[src/icp_pkg.sv]
// Shared constants and types for the isolated control port logic.
package icp_pkg;
	localparam int unsigned CLK_HZ = 100_000_000;
	localparam int unsigned MS_PER_S = 1000;
	localparam int unsigned CYC_PER_MS = CLK_HZ / MS_PER_S;
	localparam int unsigned ON_RESP_US = 100;
	localparam int unsigned OFF_RESP_US = 1000;
	localparam int unsigned SYNC_LAT_CYC = 3;
	localparam int unsigned MS_W = 9;
	localparam logic [8:0] FILTER_MS_MIN = 9'h032;
	localparam logic [8:0] FILTER_MS_MAX = 9'h1F4;
	localparam logic [8:0] FILTER_MS_DEF = 9'h032;
	localparam logic FILTER_EN_DEF = 1'b0;
	localparam logic [8:0] PULSE_MS_MIN = 9'h001;
	localparam logic [8:0] PULSE_MS_MAX = 9'h064;
	localparam logic [8:0] PULSE_MS_DEF = 9'h005;
	localparam logic [8:0] INT_PULSE_MS = 9'h005;
	localparam logic DONE_PULSE_DEF = 1'b0;
	localparam logic MEASURE_START_EXT_DEF = 1'b0;
	localparam logic MEASURE_START_OFF_EDGE_DEF = 1'b0;
	localparam logic DIGIT_MODE_DEF = 1'b0;
	localparam logic AUTO_CAL_DEF = 1'b1;
	localparam logic DATA_OUT_DEF = 1'b0;
	localparam int unsigned IN_W = 14;
	localparam int unsigned IN_START = 0;
	localparam int unsigned IN_CAL = 1;
	localparam int unsigned IN_LOCK = 2;
	localparam int unsigned IN_ZERO = 3;
	localparam int unsigned IN_PRINT = 4;
	localparam int unsigned IN_SCANSEL = 5;
	localparam int unsigned IN_HALT = 6;
	localparam int unsigned IN_PRESET = 7;
	localparam int unsigned IN_HALF = 13;
	localparam int unsigned OUT_W = 40;
	localparam int unsigned DIGIT_W = 28;
	localparam int unsigned DIGIT_LINES_W = 12;
	typedef enum logic [1:0] {
		ICP_SCAN_OFF = 2'h0,
		ICP_SCAN_AUTO = 2'h1,
		ICP_SCAN_STEP = 2'h2
	} icp_scan_t;
	typedef enum logic [1:0] {
		ICP_DONE_IDLE = 2'b00,
		ICP_DONE_HELD = 2'b01,
		ICP_DONE_PULSE = 2'b11
	} icp_done_t;
endpackage

[src/icp_tmr_if.sv]
// Control and status bundle between the port logic and one millisecond timer.
`timescale 1ns/1ps
interface icp_tmr_if;
	logic start;
	logic hold;
	logic [8:0] limit_ms;
	logic expired;
	logic busy;
	modport ctl (output start, output hold, output limit_ms, input expired, input busy);
	modport tmr (input start, input hold, input limit_ms, output expired, output busy);
endinterface

[src/icp_sync.sv]
// Three-stage input synchroniser; a change counts once stages two and three agree.
`timescale 1ns/1ps
module icp_sync #(
	parameter int unsigned W = 1
) (
	input wire logic clk,
	input wire logic sys_rst,
	input wire logic [W-1:0] din,
	output logic [W-1:0] dout
);
	logic [W-1:0] s1_r;
	logic [W-1:0] s2_r;
	logic [W-1:0] s3_r;
	wire logic [W-1:0] agree = ~(s2_r ^ s3_r);
	// Stage one feeds only stage two, so no decision sees a metastable value.
	always_ff @(posedge clk)
	begin
		if (sys_rst)
		begin
			s1_r <= '0;
			s2_r <= '0;
			s3_r <= '0;
			dout <= '0;
		end
		else
		begin
			s1_r <= din;
			s2_r <= s1_r;
			s3_r <= s2_r;
			dout <= (agree & s3_r) | (~agree & dout);
		end
	end
endmodule

[src/icp_ms_timer.sv]
// Millisecond timer that restarts on start and aborts when hold drops.
`timescale 1ns/1ps
module icp_ms_timer #(
	parameter int unsigned CYC_PER_MS = icp_pkg::CYC_PER_MS
) (
	input wire logic clk,
	input wire logic sys_rst,
	icp_tmr_if.tmr t
);
	logic [16:0] cyc_r;
	logic [8:0] ms_r;
	logic run_r;
	wire logic ms_tick = (cyc_r == 17'(CYC_PER_MS - 1));
	wire logic last_ms = (ms_r == t.limit_ms - 9'h001);
	// Expiry is flagged in the last counted cycle, so a pulse lasts exactly limit_ms.
	assign t.expired = run_r & t.hold & ms_tick & last_ms & ~t.start;
	// The prescaler restarts with the count, so a width is never short by a tick phase.
	always_ff @(posedge clk)
	begin
		if (sys_rst)
		begin
			cyc_r <= '0;
			ms_r <= '0;
			run_r <= 1'b0;
		end
		else
		begin
			if (t.start)
			begin
				cyc_r <= '0;
				ms_r <= '0;
				run_r <= 1'b1;
			end
			else if (run_r && !t.hold)
				run_r <= 1'b0;
			else if (run_r)
			begin
				cyc_r <= ms_tick ? 17'h0_0000 : cyc_r + 17'h0_0001;
				if (ms_tick)
				begin
					ms_r <= ms_r + 9'h001;
					if (last_ms)
						run_r <= 1'b0;
				end
			end
		end
	end
	assign t.busy = run_r;
endmodule

[src/icp_port.sv]
// Isolated control port: trigger, filters, output mode selection and done timing.
// Operation
// - Accept start, calibration, lockout, zero, print, scanner, halt, presets.
// - Half-select honoured only in digit mode.
// - Verdict or digit output mode; verdict default.
// - Verdict mode drives verdict, class, code outputs.
// - Digit mode: done, fault, pass, limits, high digits.
// - Half-select off puts digits four to seven out.
// - Inputs recognised within 0.1 ms on, 1.0 ms off.
// - Trigger internal by default; scanning forces external.
// - Filter needs trigger or print held whole time.
// - Trigger acts on on-going or off-going edge.
// - Latched done holds until start or zero request.
// - Pulse done drops after programmed width elapses.
// - Internal trigger: 5 ms done or none.
// - Test mode shows inputs, forces outputs.
// - Internal trigger start sends value when enabled.
// - Auto scan measures all channels; step one.
`timescale 1ns/1ps
module icp_port #(
	parameter int unsigned CYC_PER_MS = icp_pkg::CYC_PER_MS
) (
	input wire logic clk,
	input wire logic sys_rst,
	input wire logic measure_start_pin,
	input wire logic self_cal_pin,
	input wire logic panel_lock_pin,
	input wire logic zero_offset_request_pin,
	input wire logic print_pin,
	input wire logic scanner_terminal_select_pin,
	input wire logic sweep_halt_pin,
	input wire logic [5:0] preset_select_lines_pin,
	input wire logic digit_half_select_pin,
	input wire logic cfg_wr,
	input wire logic cfg_digit_mode,
	input wire logic cfg_measure_start_external,
	input wire logic [1:0] cfg_scan_mode,
	input wire logic cfg_filter_en,
	input wire logic [8:0] cfg_filter_ms,
	input wire logic cfg_measure_start_off_edge,
	input wire logic cfg_done_pulse,
	input wire logic [8:0] cfg_pulse_ms,
	input wire logic cfg_auto_cal,
	input wire logic cfg_data_out_en,
	input wire logic test_mode,
	input wire logic [39:0] test_out,
	input wire logic res_valid,
	input wire logic res_fault,
	input wire logic res_ready,
	input wire logic res_upper,
	input wire logic res_pass,
	input wire logic res_lower,
	input wire logic [2:0] res_temp,
	input wire logic [9:0] res_class,
	input wire logic res_overflow,
	input wire logic [2:0] res_code,
	input wire logic [27:0] res_digits,
	input wire logic [3:0] res_range,
	output logic [13:0] test_in_state,
	output logic measure_start_external_eff,
	output logic meas_req,
	output logic meas_all_channels,
	output logic zero_req,
	output logic print_req,
	output logic host_send_req,
	output logic self_cal_req,
	output logic panel_lock,
	output logic sweep_halt,
	output logic [5:0] preset_select,
	output logic measure_done,
	output logic fault,
	output logic ready_next,
	output logic upper_verdict,
	output logic pass_verdict,
	output logic lower_verdict,
	output logic [2:0] temp_verdict,
	output logic [9:0] class_lines,
	output logic overflow_class,
	output logic [2:0] verdict_code_lines,
	output logic outside_limits,
	output logic [11:0] digit_lines,
	output logic [3:0] range_code_lines
);
	logic [13:0] pin_vec;
	logic [13:0] in_s;
	logic [13:0] in_d_r;
	logic digit_mode_r;
	logic measure_start_ext_r;
	logic [1:0] scan_r;
	logic filt_en_r;
	logic [8:0] filt_ms_r;
	logic off_edge_r;
	logic done_pulse_r;
	logic [8:0] pulse_ms_r;
	logic auto_cal_r;
	logic data_out_r;
	logic measure_start_qual_r;
	logic res_fault_r;
	logic res_ready_r;
	logic res_upper_r;
	logic res_pass_r;
	logic res_lower_r;
	logic [2:0] res_temp_r;
	logic [9:0] res_class_r;
	logic res_ob_r;
	logic [2:0] res_code_r;
	logic [27:0] res_digits_r;
	logic [3:0] res_range_r;
	logic [39:0] out_r;
	logic [39:0] out_nxt;
	icp_pkg::icp_done_t done_st_r;
	icp_pkg::icp_done_t done_st_nxt;
	icp_tmr_if measure_start_t ();
	icp_tmr_if print_t ();
	icp_tmr_if done_t ();

	// Inputs arrive as on-levels; the synchroniser adds four cycles, 40 ns, far inside both response limits.
	assign pin_vec = {digit_half_select_pin, preset_select_lines_pin, sweep_halt_pin,
		scanner_terminal_select_pin, print_pin, zero_offset_request_pin,
		panel_lock_pin, self_cal_pin, measure_start_pin};
	icp_sync #(.W(icp_pkg::IN_W)) u_sync (
		.clk(clk),
		.sys_rst(sys_rst),
		.din(pin_vec),
		.dout(in_s)
	);

	always_ff @(posedge clk)
	begin
		if (sys_rst)
			in_d_r <= '0;
		else
			in_d_r <= in_s;
	end

	wire logic start_on = in_s[icp_pkg::IN_START];
	wire logic start_rise = start_on & ~in_d_r[icp_pkg::IN_START];
	wire logic start_fall = ~start_on & in_d_r[icp_pkg::IN_START];
	wire logic print_on = in_s[icp_pkg::IN_PRINT];
	wire logic print_rise = print_on & ~in_d_r[icp_pkg::IN_PRINT];
	wire logic zero_rise = in_s[icp_pkg::IN_ZERO] & ~in_d_r[icp_pkg::IN_ZERO];
	wire logic scan_sel = in_s[icp_pkg::IN_SCANSEL];
	wire logic half_on = in_s[icp_pkg::IN_HALF];

	// Configuration is captured on a write strobe; out-of-range times are clamped.
	wire logic [8:0] filt_ms_cl = (cfg_filter_ms < icp_pkg::FILTER_MS_MIN) ? icp_pkg::FILTER_MS_MIN :
		(cfg_filter_ms > icp_pkg::FILTER_MS_MAX) ? icp_pkg::FILTER_MS_MAX : cfg_filter_ms;
	wire logic [8:0] pulse_ms_cl = (cfg_pulse_ms < icp_pkg::PULSE_MS_MIN) ? icp_pkg::PULSE_MS_MIN :
		(cfg_pulse_ms > icp_pkg::PULSE_MS_MAX) ? icp_pkg::PULSE_MS_MAX : cfg_pulse_ms;
	always_ff @(posedge clk)
	begin
		if (sys_rst)
		begin
			digit_mode_r <= icp_pkg::DIGIT_MODE_DEF;
			measure_start_ext_r <= icp_pkg::MEASURE_START_EXT_DEF;
			scan_r <= icp_pkg::ICP_SCAN_OFF;
			filt_en_r <= icp_pkg::FILTER_EN_DEF;
			filt_ms_r <= icp_pkg::FILTER_MS_DEF;
			off_edge_r <= icp_pkg::MEASURE_START_OFF_EDGE_DEF;
			done_pulse_r <= icp_pkg::DONE_PULSE_DEF;
			pulse_ms_r <= icp_pkg::PULSE_MS_DEF;
			auto_cal_r <= icp_pkg::AUTO_CAL_DEF;
			data_out_r <= icp_pkg::DATA_OUT_DEF;
		end
		else if (cfg_wr)
		begin
			digit_mode_r <= cfg_digit_mode;
			measure_start_ext_r <= cfg_measure_start_external;
			scan_r <= cfg_scan_mode;
			filt_en_r <= cfg_filter_en;
			filt_ms_r <= filt_ms_cl;
			off_edge_r <= cfg_measure_start_off_edge;
			done_pulse_r <= cfg_done_pulse;
			pulse_ms_r <= pulse_ms_cl;
			auto_cal_r <= cfg_auto_cal;
			data_out_r <= cfg_data_out_en;
		end
	end

	wire logic scanning = scan_sel &&
		(scan_r == icp_pkg::ICP_SCAN_AUTO || scan_r == icp_pkg::ICP_SCAN_STEP);
	wire logic ext_eff = measure_start_ext_r | scanning;

	// Filter timers run only while the input stays on and restart on each on-going edge.
	assign measure_start_t.start = start_rise;
	assign measure_start_t.hold = start_on;
	assign measure_start_t.limit_ms = filt_ms_r;
	assign print_t.start = print_rise;
	assign print_t.hold = print_on;
	assign print_t.limit_ms = filt_ms_r;
	icp_ms_timer #(.CYC_PER_MS(CYC_PER_MS)) u_measure_start_tmr (
		.clk(clk),
		.sys_rst(sys_rst),
		.t(measure_start_t)
	);
	icp_ms_timer #(.CYC_PER_MS(CYC_PER_MS)) u_print_tmr (
		.clk(clk),
		.sys_rst(sys_rst),
		.t(print_t)
	);

	// Off-edge triggering with the filter on needs the full hold time before release.
	always_ff @(posedge clk)
	begin
		if (sys_rst || start_rise)
			measure_start_qual_r <= 1'b0;
		else if (measure_start_t.expired)
			measure_start_qual_r <= 1'b1;
		else if (start_fall)
			measure_start_qual_r <= 1'b0;
	end

	wire logic measure_start_on_evt = filt_en_r ? measure_start_t.expired : start_rise;
	wire logic measure_start_off_evt = start_fall & (~filt_en_r | measure_start_qual_r);
	wire logic measure_start_evt = off_edge_r ? measure_start_off_evt : measure_start_on_evt;
	wire logic print_evt = filt_en_r ? print_t.expired : print_rise;

	assign meas_req = measure_start_evt & ext_eff;
	assign meas_all_channels = scanning && scan_r == icp_pkg::ICP_SCAN_AUTO;
	assign host_send_req = measure_start_evt & ~ext_eff & data_out_r;
	assign print_req = print_evt;
	assign zero_req = zero_rise;
	assign measure_start_external_eff = ext_eff;
	assign self_cal_req = in_s[icp_pkg::IN_CAL];
	assign panel_lock = in_s[icp_pkg::IN_LOCK];
	assign sweep_halt = in_s[icp_pkg::IN_HALT];
	assign preset_select = in_s[icp_pkg::IN_PRESET +: 6];
	assign test_in_state = in_s;

	// Done timing: latched, programmed pulse, or fixed pulse under the internal source.
	wire logic int_done = ~ext_eff & auto_cal_r;
	wire logic done_clear = measure_start_evt | zero_rise;
	wire logic use_pulse = ext_eff ? done_pulse_r : 1'b1;
	assign done_t.start = res_valid & (ext_eff ? done_pulse_r : int_done);
	assign done_t.hold = 1'b1;
	assign done_t.limit_ms = ext_eff ? pulse_ms_r : icp_pkg::INT_PULSE_MS;
	icp_ms_timer #(.CYC_PER_MS(CYC_PER_MS)) u_done_tmr (
		.clk(clk),
		.sys_rst(sys_rst),
		.t(done_t)
	);

	always_comb
	begin
		done_st_nxt = done_st_r;
		unique case (done_st_r)
			icp_pkg::ICP_DONE_IDLE:
			begin
				if (res_valid && use_pulse && (ext_eff || int_done))
					done_st_nxt = icp_pkg::ICP_DONE_PULSE;
				else if (res_valid && !use_pulse)
					done_st_nxt = icp_pkg::ICP_DONE_HELD;
			end
			icp_pkg::ICP_DONE_HELD:
			begin
				// A completion in the same cycle as a clear keeps the output on.
				if (done_clear && !res_valid)
					done_st_nxt = icp_pkg::ICP_DONE_IDLE;
			end
			icp_pkg::ICP_DONE_PULSE:
			begin
				if (done_t.expired && !res_valid)
					done_st_nxt = icp_pkg::ICP_DONE_IDLE;
			end
			default:
				done_st_nxt = icp_pkg::ICP_DONE_IDLE;
		endcase
	end

	always_ff @(posedge clk)
	begin
		if (sys_rst)
			done_st_r <= icp_pkg::ICP_DONE_IDLE;
		else
			done_st_r <= done_st_nxt;
	end

	// Results are latched on completion so the pins hold steady between measurements.
	always_ff @(posedge clk)
	begin
		if (sys_rst)
		begin
			{res_fault_r, res_ready_r, res_upper_r, res_pass_r, res_lower_r} <= 5'h00;
			res_temp_r <= '0;
			res_class_r <= '0;
			res_ob_r <= 1'b0;
			res_code_r <= '0;
			res_digits_r <= '0;
			res_range_r <= '0;
		end
		else if (res_valid)
		begin
			{res_fault_r, res_ready_r, res_upper_r, res_pass_r, res_lower_r} <=
				{res_fault, res_ready, res_upper, res_pass, res_lower};
			res_temp_r <= res_temp;
			res_class_r <= res_class;
			res_ob_r <= res_overflow;
			res_code_r <= res_code;
			res_digits_r <= res_digits;
			res_range_r <= res_range;
		end
	end

	wire logic done_lvl = (done_st_nxt != icp_pkg::ICP_DONE_IDLE);
	wire logic half_eff = digit_mode_r & half_on;
	// A completing result goes straight to the pins, so they change together with done.
	wire logic [53:0] res_held = {res_range_r, res_digits_r, res_code_r, res_ob_r, res_class_r,
		res_temp_r, res_lower_r, res_pass_r, res_upper_r, res_ready_r, res_fault_r};
	wire logic [53:0] res_now = res_valid ? {res_range, res_digits, res_code, res_overflow,
		res_class, res_temp, res_lower, res_pass, res_upper, res_ready, res_fault} : res_held;
	wire logic outside_now = res_now[2] | res_now[4];
	wire logic [11:0] digits_hi = res_now[33:22];
	wire logic [15:0] digits_lo = res_now[49:34];
	wire logic [39:0] verdict_vec = {17'h0_0000, res_now[21:0], done_lvl};
	wire logic [39:0] digit_hi_vec = {res_now[53:50], digits_hi, outside_now,
		18'h0_0000, res_now[3], 2'h0, res_now[0], done_lvl};
	// With half-select off the range lines carry the top nibble of the low digits.
	wire logic [39:0] digit_lo_vec = {digits_lo, outside_now,
		18'h0_0000, res_now[3], 2'h0, res_now[0], done_lvl};

	assign out_nxt = test_mode ? test_out :
		!digit_mode_r ? verdict_vec :
		half_eff ? digit_hi_vec : digit_lo_vec;

	always_ff @(posedge clk)
	begin
		if (sys_rst)
			out_r <= '0;
		else
			out_r <= out_nxt;
	end

	assign measure_done = out_r[0];
	assign fault = out_r[1];
	assign ready_next = out_r[2];
	assign upper_verdict = out_r[3];
	assign pass_verdict = out_r[4];
	assign lower_verdict = out_r[5];
	assign temp_verdict = out_r[8:6];
	assign class_lines = out_r[18:9];
	assign overflow_class = out_r[19];
	assign verdict_code_lines = out_r[22:20];
	assign outside_limits = out_r[23];
	assign digit_lines = out_r[35:24];
	assign range_code_lines = out_r[39:36];
endmodule

[config.mk]
export PLATFORM = sky130hd
export DESIGN_NAME = icp_port
export DESIGN_NICKNAME = d
export VERILOG_FILES = /design/src/icp_pkg.sv /design/src/icp_tmr_if.sv /design/src/icp_sync.sv /design/src/icp_ms_timer.sv /design/src/icp_port.sv
export SDC_FILE = /design/constraint.sdc
export NUM_CORES = 1
export LEC_CHECK = 0
export BUFFER_PORTS_ARGS = -buffer_cell sky130_fd_sc_hd__buf_2
export CAP_MARGIN = 15
export CORE_ASPECT_RATIO = 1.2
export CORE_MARGIN = 10
export CORE_UTILIZATION = 45
export CTS_CLUSTER_SIZE = 40
export DETAILED_ROUTE_END_ITERATION = 10
export PLACE_DENSITY = 0.67
export SETUP_SLACK_MARGIN = 0.02
export SYNTH_ARGS = -nofsm -noshare
export SYNTH_HDL_FRONTEND = slang
export SYNTH_SLANG_ARGS = --single-unit
export TNS_END_PERCENT = 20
[constraint.sdc]
create_clock -name clk -period 3.3 [get_ports clk]
set_clock_uncertainty 0.05 [all_clocks]
set_input_delay 0.66 -clock clk [delete_from_list [all_inputs] [get_ports clk]]
set_output_delay 0.66 -clock clk [all_outputs]
set_load 0.1 [all_outputs]
==> results.md, run 1 <==
* Status: complete, but fails checks
* Failing checks: negative setup slack
* Largest net degree at the start of global routing at 47
* Fillers at 2132
* Met1 usage at 0.196
* P_leak at 5.50 nW
* CTS sink count at 264
* Fraction of registers with async set/reset at 0
* Total CTS buffers at 28
* Pins Over Slew Limit at 0
* DR WL/cell at 16.3 microns
* Post-Synthesis Cells at between 1000 and 1500
* Actual slew at the worst max-slew pin at 666 ps
* Global placer's final weighted congestion at around 0.90
* Initial DRT Pass Iterations at 5
* Synth area leader: dfxtp_1
* Clock tree root driver cell: clkbuf_16
* Die X at 162 microns
* Post-synthesis sequential area ratio at 0.487
* Layout cell share with drive strength beyond 1 at 0.235
* Syn_area_per_cell at 9.47 sq um
* Main combinational cell family by area after synthesis: simple AND/OR/NAND/NOR gates
* Vias per std cell at 5.12
* Detailed Route WL at 27.5 mm
* Type of the worst min-delay path: in2reg
* Synth top area cells: dfxtp_1, nor2_1, mux2i_1
* Worst-Skew Late Latency at 540 ps
* TritonCTS clock tree: built
* Max FO, Critical Path at 3
* CTS clk-pin slew, worst paths at 60 ps
* Final setup violation count at 3
* WP data required at around 2600 ps
* Syn Std Cell Area at 0.0108 sq mm
* Worst setup endpoint: print_req
* Synthesis-to-finish area growth at 22.5%
* Row count at 62
* Netlist cell types at 67
* Vias at 8618
* Flop2flop setup slack at 250 ps
* Hold path start: print_pin
* Post-DP HPWL at between 20 and 25 mm
* Top_reg_cell synth: dfxtp_1
* Vert. Die Dim at approximately 190 microns
* Yosys warns at 0
* Max-cap violations at 0
* Final Hold Violating Endpoints at 0
* H-tree Lvls at 1
* Crit share post-route at 1.10
* Vias in the first global route at 8630
* Nets at approximately 1500
* Critical Path Start: filt_ms_r[1]$_SDFFE_PP1P_
* Setup ws final at -342 ps
* Syn Nets at ~1300
* Die area at just over 0.03 sq mm
* Post-synth EDFFs at 0
* Worst vdd ir at 0.473 mV
* Critical path class: reg2out
* Routed Antenna Nets at 0
* Pwr Density at between 500 and 600 mW/mm^2
* Starting Density at 0.455
* Crit start category: flip-flop
* Crit path DAT at approximately 2900 ps
* Crit path capture type: primary output
* GR Util met3 at 0.0841
* Clk pwr share at 0.437
* Setup TNS at -823 ps
* Int Pwr at roughly 5.5 mW
* GRT Resource Usage Total at 0.172
* Met2 GRT Util at 0.289
* Dpl cell area at 0.0122 sq mm
* Grt ovf at 0
* Core Footprint at 0.0238 sq mm
* Post-Synth Simple-Gate Area at 0.214
* Total power at 7.29 mW
* Synth Area in XOR/XNOR at 0.0805
* P_sw at 1.83 mW
* Mux cell area share after synthesis at 0.0753
* PortBufs at 208
* Sw frac at 0.251
* R2R depth at 14
* Most Used Layer, Global Route: met2
* Adder-Cell Fraction of Synth Area at 0.0104
* #FFs+latches synth at 264
* First-pass GRT wire length at 44.1 mm
* Seq pwr share at 0.461
* Unrepaired setup endpoints after global routing: yes
* Antenna violations before repair at 11
* Tmin final at ~3600 ps
* First DRT Iteration DRCs at 331
* Crit Reg-Reg Startpoint: scan_r[1]$_SDFFE_PP0P_
* Slew HR at 0.555
* Yosys top cell area share at 0.487
* Max Fclk at 275 MHz
* DRC at 0
* Combinational share of power at 0.102
* CTS max path bufs at 3
* Worst r2r dst: out_r[0]$_SDFF_PP0_
* Synth Area in Compound Gates at 0.0993
* Post-route cell area at 0.0133 sq mm
* Top-level I/O count at 209
[power groups by stage]
stage	sequential, mW	clock [mW]	combinational [mW]
after floorplan	3.62	0	0.325
after global placement	3.43	0	0.727
after detailed placement	3.43	0	0.735
after CTS	3.36	3.27	0.747
after global routing	3.37	3.38	0.806
final	3.36	3.18	0.744
[Yosys cell counts (10+ instances only)]
cell / n
nand2_1: 69
buf_4: 11
xor2_1: 47
nor3_1: 17
nand3_1: 24
a21oi_1: 41
or3_1: 15
mux2i_1: 67
buf_2: 10
a22o_1: 21
xnor2_1: 50
and2_1: 10
o21ai_0: 38
nor2_1: 183
clkbuf_1: 40
nand4_1: 26
dfxtp_1: 264
nor2b_1: 57
inv_1: 15
a22oi_1: 30
[flip-flops by register name (all words and copies together), names as in the netlist, 4 cells and up, named ones only]
name,flops
res_class_r,10
u_done_tmr.ms_r,9
u_sync.s3_r,14
u_measure_start_tmr.cyc_r,17
u_done_tmr.cyc_r,17
u_sync.s1_r,14
pulse_ms_r,9
out_r,40
u_measure_start_tmr.ms_r,9
res_range_r,4
u_print_tmr.cyc_r,17
u_print_tmr.ms_r,9
res_digits_r,28
filt_ms_r,9
u_sync.s2_r,14
[worst max-delay path: stages, from the launching register on]
cell       delay, ps
dfxtp_2          320
inv_2             70
ha_4             130
or4b_4           470
buf_6            140
nor4_4           310
xnor2_2          120
a2111oi_4        350
a31oi_2          160
nor2b_4          150
buf_12           180
[through the flow]
step                utilization  hold WS, ps  setup slack, ps  cells
global placement          0.510          366              152   1620
detailed placement        0.510          370             65.5   1620
floorplan                     -          364            -21.7   1145
global route              0.557          263             -402   1681
CTS                       0.555          254             -241   1677
finish                    0.558          278             -342   1684
[placed cells by master, fill, tap and decap left out, drive strengths merged, types with 41 or more instances in the layout]
cell type / instances
xnor2: 50
a21oi: 41
buf: 229
mux2i: 67
nor2: 184
dfxtp: 264
nor2b: 57
nand2: 69
xor2: 47
[cells by family after synthesis]
kind of cell               count (synthesis)
xor gates and xnor gates                  98
buffers and inverters                     82
adders and majority gates                  9
DFF                                      264
and+or+nand+nor                          458
AOI/OAI and AO/OA                        159
muxes                                     75
[metal layers]
| layer | routed length, microns | part of all wire |
|---|---|---|
| met2 | 12900 | 0.47 |
| met5 | 81 | 0.0029 |
| met1 | 11100 | 0.40 |
| met3 | 3150 | 0.11 |
| met4 | 276 | 0.010 |
[layout make-up]
cell class,count,area [sq um],area share
clock inverters,12,158,0.0119
well taps,320,400,0.0301
inverters,17,63.8,0.00480
repair buffers,229,1260,0.0952
clock buffers,38,788,0.0593
multi-input cells,799,5310,0.399
diodes,5,12.5,0.000942
flip-flops and latches,264,5290,0.398
[what timing repair did]
item / 4_1_cts / 5_1_grt
setup buffers: 7 / 2
hold buffers: 0 / 0
gates resized for setup: 16 / 7
pin swaps: 12 / 7
setup endpoints to repair: 3 / 6
[how the worst min path moves through the flow]
stage | slack, ps | endpoint | depth (start not counted)
2_1_floorplan | 360 | u_sync.s2_r[0]$_SDFF_PP0_ | 1
3_3_place_gp | 370 | u_sync.s2_r[9]$_SDFF_PP0_ | 1
3_5_place_dp | 370 | u_sync.s2_r[4]$_SDFF_PP0_ | 1
4_1_cts | 250 | out_r[20]$_SDFF_PP0_ | 2
5_1_grt | 260 | out_r[22]$_SDFF_PP0_ | 2
6_report | 280 | u_sync.s1_r[4]$_SDFF_PP0_ | 2
Power figures use the tool's default switching activity.
==> inputs of run 2 (changes only) <==
--- a/config.mk
+++ b/config.mk
@@ -10,9 +10,10 @@
 export CORE_ASPECT_RATIO = 1.2
 export CORE_MARGIN = 10
 export CORE_UTILIZATION = 45
+export CTS_CLUSTER_DIAMETER = 60
 export CTS_CLUSTER_SIZE = 40
 export DETAILED_ROUTE_END_ITERATION = 10
-export PLACE_DENSITY = 0.67
+export PLACE_DENSITY = 0.65
 export SETUP_SLACK_MARGIN = 0.02
 export SYNTH_ARGS = -nofsm -noshare
 export SYNTH_HDL_FRONTEND = slang
==> results.md, run 2 (synthesized netlist as in run 1, its figures left out) <==
* Type of the worst min-delay path: in2reg
* Crit path capture type: primary output
* Final setup violation count at 3 (unchanged)
* Final Hold Violating Endpoints at 0 (unchanged)
* Dpl cell area at 0.0122 sq mm (+0.33%)
* Max FO, Critical Path at 3 (unchanged)
* Row count at 62 (unchanged)
* WP data required at 2590 ps (about the same)
* Largest net degree at the start of global routing at 68 (+45%)
* Most frequent cells in the layout: dfxtp_1, buf_2, nor2_1, nand2_1, mux2i_1
* Vias per std cell at 5.06 (-1.1%)
* Fin util at 0.544 (-0.0137)
* Detailed Route WL at 26.7 mm (-2.8%)
* Pins Over Slew Limit at 0 (unchanged)
* Global placer's final weighted congestion at 0.857 (-4.5%)
* Total power at 6.58 mW (-9.8%)
* Core Footprint at 0.0238 sq mm (unchanged)
* Routed Antenna Nets at 0 (unchanged)
* Starting Density at 0.455 (unchanged)
* Die X at 162 microns (unchanged)
* Actual slew at the worst max-slew pin at 664 ps (-2.60 ps)
* DRC at 0 (unchanged)
* Vert. Die Dim at 190 microns (unchanged)
* H-tree Lvls at 1 (unchanged)
* Crit path DAT at 2860 ps (-70 ps)
* Status: complete, but fails checks
* CTS clk-pin slew, worst paths at 90 ps (+30 ps)
* Slew HR at 0.555 (about the same)
* Total CTS buffers at 20 (-29%)
* First-pass GRT wire length at 43.5 mm (-1.5%)
* Crit share post-route at 1.08 (-0.0215)
* Setup TNS at -609 ps (+214 ps)
* Worst-Skew Late Latency at 530 ps (about the same)
* CTS sink count at 264 (unchanged)
* Max Fclk at 280 MHz (+2.0%)
* Nets at 1481 (-0.47%)
* First DRT Iteration DRCs at 381 (+15%)
* DR WL/cell at 16.0 microns (-2.0%)
* Worst vdd ir at 0.507 mV (+7.1%)
* Crit start category: flip-flop
* GRT Resource Usage Total at 0.170 (-0.00266)
* Top flop regs: out_r (40), res_digits_r (28)
* Biggest register: out_r
* Post-DP HPWL at 19.7 mm (-2.3%)
* PortBufs at 208 (unchanged)
* CTS max path bufs at 3 (unchanged)
* Clock tree root driver cell: clkbuf_16
* Die area at 0.0307 sq mm (unchanged)
* Synthesis-to-finish area growth at 19.5%
* Commonest non-fill, non-tap cell in the layout: dfxtp_1
* Critical path class: reg2out
* P_leak at 5.36 nW (-2.6%)
* TritonCTS clock tree: built
* Max reg flops at 40 (unchanged)
* Initial DRT Pass Iterations at 4 (-1)
* Failing checks: negative setup slack
* Top-level I/O count at 209 (unchanged)
* Grt ovf at 0 (unchanged)
* Layout cell share with drive strength beyond 1 at 0.224 (-0.0104)
* Unrepaired setup endpoints after global routing: yes
* Tmin final at 3570 ps (-70.9 ps)
* Vias in the first global route at 8670 (+0.46%)
* Setup ws final at -271 ps (+70.9 ps)
* Post-route cell area at 0.0130 sq mm (-2.5%)
* Antenna violations before repair at 7 (-4)
* Fillers at 2194 (+2.9%)
* Max-cap violations at 0 (unchanged)
* Vias at 8444 (-2.0%)
* Pwr Density at 507 mW/mm^2 (-7.5%)
## run 2: cell type report
type                    count  area (sq um)  share of cell area
diodes                      3          7.51            0.000579
clock buffers              23           522              0.0403
clock inverters            13           145              0.0112
inverters                  17          63.8             0.00492
multi-input cells         799          5280               0.407
flip-flops and latches    264          5290               0.408
well taps                 320           400              0.0309
repair buffers            230          1260              0.0969
## run 2: repair_timing
| item | in CTS | in global routing |
|---|---|---|
| resized for setup | 11 | 3 |
| hold buffers | 0 | 0 |
| buffers inserted | 2 | 1 |
| endpoints found under the setup margin | 3 | 5 |
| pin swaps | 5 | 6 |
## run 2: layer usage
layer	up-vias	track usage	part of all wire
met5	-	0	0.0010
met2	215	0.287	0.47
li1	4293	-	-
met4	6	0.0392	0.018
met3	35	0.0763	0.11
met1	3895	0.192	0.41
## run 2: final timing paths
kind                         startpoint                    endpoint  slack, ps  cells past startpoint
min reg2reg  u_sync.s1_r[11]$_SDFF_PP0_  u_sync.s2_r[11]$_SDFF_PP0_        390                      1
min          preset_select_lines_pin[4]  u_sync.s1_r[11]$_SDFF_PP0_        280                      2
max reg2reg      scan_r[1]$_SDFFE_PP0P_         out_r[0]$_SDFF_PP0_        340                     14
max           filt_ms_r[1]$_SDFFE_PP1P_                   print_req       -270                      9
## run 2: power breakdown
group | leakage, nW | internal, mW | total (mW) | switching, mW
logic | 2.88 | 0.246 | 0.739 | 0.494
registers | 2.16 | 3.29 | 3.35 | 0.0574
clock network | 0.325 | 1.21 | 2.48 | 1.27
total | 5.36 | 4.75 | 6.58 | 1.82
## run 2: worst max-delay path, cell delays in order, from the launching register on
cell       delay (ps)
dfxtp_2           340
inv_1              70
ha_2              190
or4b_4            510
nor4_4            220
xnor2_1           170
a2111oi_4         350
a31oi_2           160
nor2b_4           150
buf_12            180
## run 2: per-stage QoR
step                      cells  hold slack [ps]  setup slack (ps)
after floorplan            1145              364             -21.7
after global placement     1627              368               163
after detailed placement   1627              372               121
after CTS                  1665              261              -257
after global routing       1668              261              -386
final                      1669              284              -271
